==> config.mk <==
export PLATFORM = sky130hd
export DESIGN_NAME = mmpc_pin_mux
export DESIGN_NICKNAME = d
export VERILOG_FILES = /design/src/logic/mmpc_sync.v /design/src/logic/mmpc_pin_mux.v
export VERILOG_INCLUDE_DIRS = /design/src /design/src/logic
export SDC_FILE = /design/constraint.sdc
export NUM_CORES = 1
export LEC_CHECK = 0
export BUFFER_PORTS_ARGS = -buffer_cell sky130_fd_sc_hd__buf_2
export CAP_MARGIN = 0
export CELL_PAD_IN_SITES_DETAIL_PLACEMENT = 0
export CELL_PAD_IN_SITES_GLOBAL_PLACEMENT = 1
export CORE_ASPECT_RATIO = 1.75
export CORE_MARGIN = 2
export CORE_UTILIZATION = 30
export DETAILED_ROUTE_END_ITERATION = 10
export PLACE_DENSITY_LB_ADDON = 0.08
export SYNTH_ARGS = -nofsm -noshare
export SYNTH_HDL_FRONTEND = slang
export SYNTH_SLANG_ARGS = --single-unit
==> constraint.sdc <==
create_clock -name SYS_CLK -period 1 [get_ports SYS_CLK]
set_input_delay 0.25 -clock SYS_CLK [delete_from_list [all_inputs] [get_ports SYS_CLK]]
set_output_delay 0.25 -clock SYS_CLK [all_outputs]
set_load 0.02 [all_outputs]
==> src/logic/mmpc_consts.vh <==
/*
 * mmpc_consts.vh: constants for the memory-mode pin multiplexer.
 * Assumes it is included by bare name from the mmpc design files.
 */
`ifndef MMPC_CONSTS_VH
`define MMPC_CONSTS_VH

// mode encodings, as seen on the mode-c strap during reset
`define MMPC_MODE_FULL      1'b0
`define MMPC_MODE_HOST      1'b1

// strap positions inside the captured strap vector
`define MMPC_STRAP_A        0
`define MMPC_STRAP_B        1
`define MMPC_STRAP_C        2

// data bus field positions
`define MMPC_BYTE_HI_LSB    16
`define MMPC_UPPER_LSB      8

// reset values of pin-side registers
`define MMPC_RST_STRAPS     3'h0
`define MMPC_RST_SELECTS_N  4'hf
`define MMPC_RST_ACK_N      1'b1
`define MMPC_RST_ADDR       14'h0000
`define MMPC_RST_DATA       24'h000000
`define MMPC_RST_DATA_OE    24'h000000
`define MMPC_RST_HAD        16'h0000
`define MMPC_RST_FLAG_OE    3'h0
`define MMPC_RST_IRQ_OE     4'h0

// two-flop synchroniser depth
`define MMPC_SYNC_STAGES    2

`endif

==> src/logic/mmpc_sync.v <==
/*
 * mmpc_sync.v: two-flop synchroniser for a vector of pin inputs.
 * Assumes each bit is an independent level; no bus coherence is given.
 */
`timescale 1ns/1ns

module mmpc_sync #(
    parameter W = 1
) (
    // clock
    input  wire         clk,
    // asynchronous levels in
    input  wire [W-1:0] d,
    // synchronised levels out
    output reg  [W-1:0] q
);

    reg [W-1:0] meta_q;

    // first stage is read by the second stage only
    always @(posedge clk) begin
        meta_q <= d;
        q      <= meta_q;
    end

endmodule // mmpc_sync

==> src/logic/mmpc_pin_mux.v <==
/*
 * mmpc_pin_mux.v: reset-time memory-mode latch and the pin multiplexing it steers:
 * external address/data buses, host address/data port with strobes, mode straps
 * reused as flags, and interrupt/flag shared pins.
 * Assumes core-side inputs are on SYS_CLK; all pin inputs are asynchronous.
 * RST must be held at least 3 SYS_CLK edges so the straps reach the latch.
 */
// What this block does
// - mode is taken from the strap during reset, then frozen while running
// - strap low at reset selects full memory mode
// - strap high at reset selects host mode
// - full mode drives the 14-bit external address bus
// - full mode uses 24-bit data; byte access drives top 8 as address
// - host mode offers 16-bit multiplexed host address/data bus
// - host mode keeps only the lowest external address output
// - host mode keeps only upper sixteen data lines
// - host mode takes four host strobes and returns port acknowledge
// - strap pins are mode inputs in reset, programmable flags afterwards
// - interrupt/flag shared pins keep both functions at once
`timescale 1ns/1ns
`include "mmpc_consts.vh"

module mmpc_pin_mux (
    // clock and reset
    input  wire        SYS_CLK,
    input  wire        RST,
    // latched mode
    output wire        HOST_MODE,
    output wire [2:0]  MODE_STRAPS,
    // strap / programmable flag pins
    input  wire [2:0]  PROG_FLAG_I,
    output wire [2:0]  PROG_FLAG_O,
    output wire [2:0]  PROG_FLAG_OE,
    // core side of the programmable flags
    input  wire [2:0]  CORE_FLAG_OUT,
    input  wire [2:0]  CORE_FLAG_DIR,
    output wire [2:0]  CORE_FLAG_IN,
    // interrupt/flag shared pins
    input  wire [3:0]  IRQ_FLAG_I,
    output wire [3:0]  IRQ_FLAG_O,
    output wire [3:0]  IRQ_FLAG_OE,
    // core side of the shared pins
    input  wire [3:0]  CORE_IRQ_FLAG_OUT,
    input  wire [3:0]  CORE_IRQ_FLAG_DIR,
    output wire [3:0]  CORE_IRQ_FLAG_IN,
    output wire [3:0]  CORE_IRQ_REQ_N,
    // core side of the external memory bus
    input  wire [13:0] CORE_ADDR,
    input  wire [23:0] CORE_DATA_OUT,
    input  wire        CORE_DATA_DRIVE,
    input  wire        CORE_BYTE_ACCESS,
    input  wire [7:0]  CORE_BYTE_ADDR_HI,
    input  wire [3:0]  CORE_SELECTS_N,
    output wire [23:0] CORE_DATA_IN,
    // external memory bus pins
    output wire [13:0] EXT_ADDR_BUS,
    output wire [13:0] EXT_ADDR_OE,
    input  wire [23:0] EXT_DATA_I,
    output wire [23:0] EXT_DATA_O,
    output wire [23:0] EXT_DATA_OE,
    output wire        COMBINED_MEM_SELECT_N,
    output wire        PROGRAM_MEM_SELECT_N,
    output wire        DATA_MEM_SELECT_N,
    output wire        IO_MEM_SELECT_N,
    // core side of the internal dma port
    input  wire [15:0] CORE_HAD_OUT,
    input  wire        CORE_HAD_DRIVE,
    input  wire        CORE_HOST_ACK_N,
    output wire [15:0] CORE_HAD_IN,
    output wire        CORE_HOST_WR_N,
    output wire        CORE_HOST_RD_N,
    output wire        CORE_HOST_ALE,
    output wire        CORE_HOST_SEL_N,
    // host port pins
    input  wire [15:0] HOST_ADDR_DATA_BUS_I,
    output wire [15:0] HOST_ADDR_DATA_BUS_O,
    output wire [15:0] HOST_ADDR_DATA_BUS_OE,
    input  wire        HOST_WRITE_STROBE_N,
    input  wire        HOST_READ_STROBE_N,
    input  wire        HOST_ADDR_LATCH,
    input  wire        HOST_PORT_SELECT_N,
    output wire        HOST_PORT_ACK_N
);

    // synchronised pin levels
    wire [2:0]  flag_s;
    wire [3:0]  irqf_s;
    wire [23:0] data_s;
    wire [15:0] had_s;
    wire [3:0]  strb_s;

    mmpc_sync #(
        .W (51)
    ) u_sync (
        .clk (SYS_CLK),
        .d   ({PROG_FLAG_I, IRQ_FLAG_I, EXT_DATA_I, HOST_ADDR_DATA_BUS_I,
               HOST_WRITE_STROBE_N, HOST_READ_STROBE_N, HOST_ADDR_LATCH,
               HOST_PORT_SELECT_N}),
        .q   ({flag_s, irqf_s, data_s, had_s, strb_s})
    );

    // mode latch: tracks straps during reset, frozen from the release edge
    reg  [2:0]  straps_q;
    wire        host_q = (straps_q[`MMPC_STRAP_C] == `MMPC_MODE_HOST);

    always @(posedge SYS_CLK) begin
        if (RST) begin
            straps_q <= flag_s;
        end
    end

    // pin-side registers
    reg  [2:0]  flag_oe_q;
    reg  [2:0]  flag_o_q;
    reg  [3:0]  irq_oe_q;
    reg  [3:0]  irq_o_q;
    reg  [13:0] addr_q;
    reg  [13:0] addr_oe_q;
    reg  [23:0] dout_q;
    reg  [23:0] doe_q;
    reg  [3:0]  sel_n_q;
    reg  [15:0] had_o_q;
    reg  [15:0] had_oe_q;
    reg         ack_n_q;
    reg  [23:0] din_q;
    reg  [15:0] had_in_q;

    // next values
    reg  [13:0] addr_oe_d;
    reg  [23:0] dout_d;
    reg  [23:0] doe_d;

    always @* begin
        dout_d = CORE_DATA_OUT;
        if (host_q) begin
            addr_oe_d = 14'h0001;
            doe_d     = CORE_DATA_DRIVE ? 24'hffff00 : `MMPC_RST_DATA_OE;
        end else begin
            addr_oe_d = 14'h3fff;
            doe_d     = CORE_DATA_DRIVE ? 24'hffffff : `MMPC_RST_DATA_OE;
            if (CORE_BYTE_ACCESS) begin
                // top byte carries byte-memory address even on reads
                dout_d[23:`MMPC_BYTE_HI_LSB] = CORE_BYTE_ADDR_HI;
                doe_d[23:`MMPC_BYTE_HI_LSB]  = 8'hff;
            end
        end
    end

    genvar i;
    generate
        for (i = 0; i < 3; i = i + 1) begin : g_flag
            always @(posedge SYS_CLK) begin
                if (RST) begin
                    // straps must float in reset so the mode can be read
                    flag_oe_q[i] <= 1'b0;
                    flag_o_q[i]  <= 1'b0;
                end else begin
                    flag_oe_q[i] <= CORE_FLAG_DIR[i];
                    flag_o_q[i]  <= CORE_FLAG_OUT[i];
                end
            end
        end
        for (i = 0; i < 4; i = i + 1) begin : g_irqf
            always @(posedge SYS_CLK) begin
                if (RST) begin
                    irq_oe_q[i] <= 1'b0;
                    irq_o_q[i]  <= 1'b0;
                end else begin
                    irq_oe_q[i] <= CORE_IRQ_FLAG_DIR[i];
                    irq_o_q[i]  <= CORE_IRQ_FLAG_OUT[i];
                end
            end
        end
    endgenerate

    always @(posedge SYS_CLK) begin
        if (RST) begin
            addr_q    <= `MMPC_RST_ADDR;
            addr_oe_q <= 14'h0000;
            dout_q    <= `MMPC_RST_DATA;
            doe_q     <= `MMPC_RST_DATA_OE;
            sel_n_q   <= `MMPC_RST_SELECTS_N;
            had_o_q   <= `MMPC_RST_HAD;
            had_oe_q  <= 16'h0000;
            ack_n_q   <= `MMPC_RST_ACK_N;
            din_q     <= `MMPC_RST_DATA;
            had_in_q  <= `MMPC_RST_HAD;
        end else begin
            addr_q    <= CORE_ADDR;
            addr_oe_q <= addr_oe_d;
            dout_q    <= dout_d;
            doe_q     <= doe_d;
            // selects run in both modes; host-mode decoding leans on them
            sel_n_q   <= CORE_SELECTS_N;
            had_o_q   <= CORE_HAD_OUT;
            had_oe_q  <= (host_q && CORE_HAD_DRIVE) ? 16'hffff : 16'h0000;
            ack_n_q   <= host_q ? CORE_HOST_ACK_N : `MMPC_RST_ACK_N;
            // lower byte is not a bus line in host mode
            din_q     <= host_q ? {data_s[23:`MMPC_UPPER_LSB], 8'h00} : data_s;
            had_in_q  <= host_q ? had_s : `MMPC_RST_HAD;
        end
    end

    // host strobes reach the core only in host mode, else held idle
    assign CORE_HOST_WR_N  = host_q ? strb_s[3] : 1'b1;
    assign CORE_HOST_RD_N  = host_q ? strb_s[2] : 1'b1;
    assign CORE_HOST_ALE   = host_q ? strb_s[1] : 1'b0;
    assign CORE_HOST_SEL_N = host_q ? strb_s[0] : 1'b1;

    assign HOST_MODE   = host_q;
    assign MODE_STRAPS = straps_q;

    assign PROG_FLAG_O      = flag_o_q;
    assign PROG_FLAG_OE     = flag_oe_q;
    assign CORE_FLAG_IN     = flag_s;

    // same pin level feeds flag reader and interrupt logic together
    assign IRQ_FLAG_O       = irq_o_q;
    assign IRQ_FLAG_OE      = irq_oe_q;
    assign CORE_IRQ_FLAG_IN = irqf_s;
    assign CORE_IRQ_REQ_N   = irqf_s;

    assign CORE_DATA_IN = din_q;
    assign EXT_ADDR_BUS = addr_q;
    assign EXT_ADDR_OE  = addr_oe_q;
    assign EXT_DATA_O   = dout_q;
    assign EXT_DATA_OE  = doe_q;

    assign COMBINED_MEM_SELECT_N = sel_n_q[3];
    assign PROGRAM_MEM_SELECT_N  = sel_n_q[2];
    assign DATA_MEM_SELECT_N     = sel_n_q[1];
    assign IO_MEM_SELECT_N       = sel_n_q[0];

    assign CORE_HAD_IN           = had_in_q;
    assign HOST_ADDR_DATA_BUS_O  = had_o_q;
    assign HOST_ADDR_DATA_BUS_OE = had_oe_q;
    assign HOST_PORT_ACK_N       = ack_n_q;

endmodule // mmpc_pin_mux

# ---- After elaboration in Yosys (flattened, before gate mapping)
# Cells that the tools add are included.
dict set report totals {
  reg_bits 272
  input_bits 137
  out_inout_bits 186
  elab_cells 44
}
dict set report classes {
  muxes 12
  n_bitwise 1
  n_reduce_logical 3
}
# cell count
set op_table {}
lappend op_table {{$mux 24} 3}
lappend op_table {{$mux 8} 3}
lappend op_table {{$mux 16} 1}
lappend op_table {{$mux 14} 1}
lappend op_table {{$mux 1} 4}
lappend op_table {{$reduce_or 2->1} 2}
lappend op_table {{$logic_and 1x1->1} 1}
lappend op_table {{$not 1->1} 1}

# ---- Depth between registers and ports, before layout
dict set report logic_depth {
  depth_word 3
  depth_mapped 3
  depth_no_buf 2
}

# ---- Hierarchy
# Synthesis repeated with hierarchy kept, for this count alone.
dict set report hier_totals {
  cells_unflattened 424
  area_unflattened_um2 5861.9
}
# mod n_inst cells_per_inst area_per_inst_um2 seq_area_each_um2
set by_module_without_submodules {}
lappend by_module_without_submodules {mmpc_pin_mux 1 322 3819.9 2472.4}
lappend by_module_without_submodules {mmpc_sync 1 102 2042.0 2042.0}

# ---- Worst setup path before layout
# No wires, ideal clock.
dict set report synth_path {
  path_type {register to output}
  from {register straps_q[2] (netlist: MODE_STRAPS[2])}
  to {output port CORE_HOST_ALE}
  arrival_ns 1.007
  required_ns 0.750
  slack_ns -0.257
  path_stages_with_launch 3
  path_buffers 1
  path_cell_list {edfxtp_1 > buf_4 > and2_1}
}
dict set report synth_between {
  elab_chain_cells 1
}
# element line
set synth_rtl {}
lappend synth_rtl {{start: declaration} mmpc_pin_mux.v:103} ;# reg [2:0] straps_q;
lappend synth_rtl {{start signal: assignment} mmpc_pin_mux.v:108} ;# straps_q <= flag_s;
lappend synth_rtl {{$mux 1} mmpc_pin_mux.v:207} ;# assign CORE_HOST_ALE = host_q ? strb_s[1] : 1'b0;
lappend synth_rtl {{end: declaration} mmpc_pin_mux.v:72} ;# output wire CORE_HOST_ALE,
# Every way passes these cells.

# ---- Worst setup path after layout
# Ends and elaborated chain as after synthesis.

==> metrics.txt <==
vias in the first global route=4467; IO Port Bufs=322; setup ws final=-0.586 ns; Max Clk Rate=631 MHz; initial core utilization=30.6%; root buf cell=clkbuf_16; Die Wd=110 microns; CTS tree=yes; total gr overflow=0; pre-CTS WS=-0.131 ns; Via Count=4353; first-pass GRT wire length=22700 microns; CP Data Arrival Time=1.34 ns; fillers=1539; post-DR wirelength/cell=14.1 microns; register bit total from synthesis=224; Pwr Total=20500 uW; final hold vios=0; maximum vdd drop=1.39 mV; HPWL after DPL=9990 microns; Final Max Slew Viols=0; Worst-Margin Slew=0.414 ns; worst skew pair latency=0.49 ns; Post-Route Skew=0.00554 ns; Placer Congestion=0.736; Mapped Area=5870 sq um; Netlist cell types=18; Layout area overhead=86.7%; status=finished with violations; critical path startpoint category=register; cts bufs inserted=21; Worst path slowest cell=edfxtp_1; crit path capture type=primary output; IO Count=323; nets@finish=982; CP Class=reg2out; Min-Delay Path Class=in2reg; antenna-violating nets left=0; Final Critical Period=1.59 ns; Die Y=189 microns; Post-Route Setup TNS=-48.88 ns; Post-Syn Area per Cell=13.9 sq um; initial drt markers=57; initial antenna violation count=5; DRC violation count after routing=0; max cap viols=0; # rows=67; maximum number of pins on one net before global-route repair=26; Leak=0.00497 uW; share of cells above drive strength 1=60.3%; Synth Warn #=0; reg2reg setup slack=-0.37 ns; Final Setup Violations=218; CORE AREA=19200 sq um; die footprint=20800 sq um; multi-input logic area=982 sq um; clock sink total=224; CP required=0.75 ns; synthesized instance count=424; sequential cell area=4680 sq um; GR Util All Layers=14.2%; first drt pass iteration count=4; cells along the critical path=buf_12, and2_4, buf_6; Worst-path clk slew=0.07 ns; final worst path period share=159%; Worst Path Max Fanout=7; unrepaired setup endpoints after global routing=true; H-tree levels=1; Clock Path Buffers=3; failing checks=setup timing; final wirelength=15600 microns; PD cells=1870 nW/um^2; worst stage delay on the critical path=0.42 ns; post-DR vias/cell=3.94; register area share after synthesis=76.8%; Synth Net Count=561; Worst slew margin=72.4%
worst max-delay path: cells and delay by family, from the launching register on:
family / cells / cell delay, ns
flip-flops: 1 / 0.42
AND/OR/NAND/NOR: 1 / 0.13
buffers and inverters: 2 / 0.28
stage by stage:
stage	instances	hold WS, ns	instance area, sq um	util [%]
after floorplan	424	0.278	5900	-
after global placement	930	0.310	7440	38.8
after detailed placement	930	0.312	7440	38.8
after CTS	1094	0.00314	10700	55.5
after global routing	1104	0.0131	11000	57.1
final	1104	0.0258	11000	57.1
timing repair:
action                                 CTS  global route
hold buffers                           123             0
setup buffers                            2             7
pin swaps                                5             1
gates resized for setup                467            59
endpoints found under the hold margin  123             0
setup endpoints to repair              215           222
cloned                                   1             0
path summary, 6_finish.rpt:
kind | startpoint | depth (start not counted) | endpoint
setup reg to reg | MODE_STRAPS[2]$_DFFE_PP_ | 5 | EXT_DATA_O[23]$_SDFF_PP0_
hold / removal | CORE_ADDR[12] | 2 | EXT_ADDR_BUS[12]$_SDFF_PP0_
setup / recovery | MODE_STRAPS[2]$_DFFE_PP_ | 3 | CORE_HOST_ALE
hold reg to reg | u_sync.meta_q[7]$_DFF_P_ | 0 | u_sync.q[7]$_DFF_P_
synthesized netlist by cell type:
library cell / instances / area share (%)
a21oi_1: 1 / 0.085
a31o_1: 8 / 1.2
and2_1: 26 / 2.8
buf_2: 9 / 0.77
buf_4: 56 / 7.2
clkbuf_1: 1 / 0.064
dfxtp_1: 221 / 75
edfxtp_1: 3 / 1.5
inv_1: 1 / 0.064
inv_2: 1 / 0.064
nand2b_1: 5 / 0.53
nor2_1: 1 / 0.064
nor2_4: 1 / 0.19
nor2b_1: 76 / 8.1
nor2b_4: 1 / 0.23
nor3_1: 1 / 0.085
nor4bb_1: 8 / 1.4
or2_2: 4 / 0.43
state kept, by name, summed over array words and instances, names as in the netlist, 14 cells and up:
register and count:
u_sync.q 51, CORE_HAD_IN 16, u_sync.meta_q 51, CORE_DATA_IN 24, EXT_DATA_O 24, EXT_ADDR_BUS 14, HOST_ADDR_DATA_BUS_O 16
per-layer routing:
metal	share of wire [%]	GRT usage, %	up-vias	wire (microns)
met5	0.19	0	-	30
met4	2.2	4.92	4	347
met3	11	5.61	29	1760
met2	55	27.1	246	8510
met1	32	13.0	1958	4930
li1	-	-	2116	-
cells in the final DEF, fill, tap and decap left out, types with 5 or more instances in the layout:
cell type	synthesis	routed
buf_8	0	5
a31o_1	8	8
buf_12	0	5
dfxtp_1	221	95
buf_4	56	10
dfxtp_2	0	121
buf_6	0	183
dlygate4sd3_1	0	123
buf_2	9	136
dfxtp_4	0	5
clkbuf_16	0	22
and2_1	26	25
nor2b_1	76	76
kinds of logic (layout without fill, tap and decap cells):
| family | count (synthesis) | in the layout | share of synthesized area (%) |
|---|---|---|---|
| flops | 224 | 224 | 76.8 |
| compound gates | 9 | 9 | 1.28 |
| simple gates | 123 | 124 | 13.8 |
| other cells | 0 | 3 | 0 |
| buf+inv | 68 | 503 | 8.11 |
power by group:
group / internal (uW) / switching (uW)
Combinational: 1420 / 1010
Sequential: 9460 / 194
Clock: 5120 / 3330
Total: 16000 / 4530
layout make-up:
class | count | share of cell area, %
timing repair buffer | 463 | 38.6
inverter | 2 | 0.0685
sequential | 224 | 42.7
tap | 241 | 2.75
multi-input combinational | 133 | 8.96
clock inverter | 11 | 1.31
antenna | 3 | 0.0685
clock buffer | 27 | 5.56
Power figures use the tool's default switching activity.
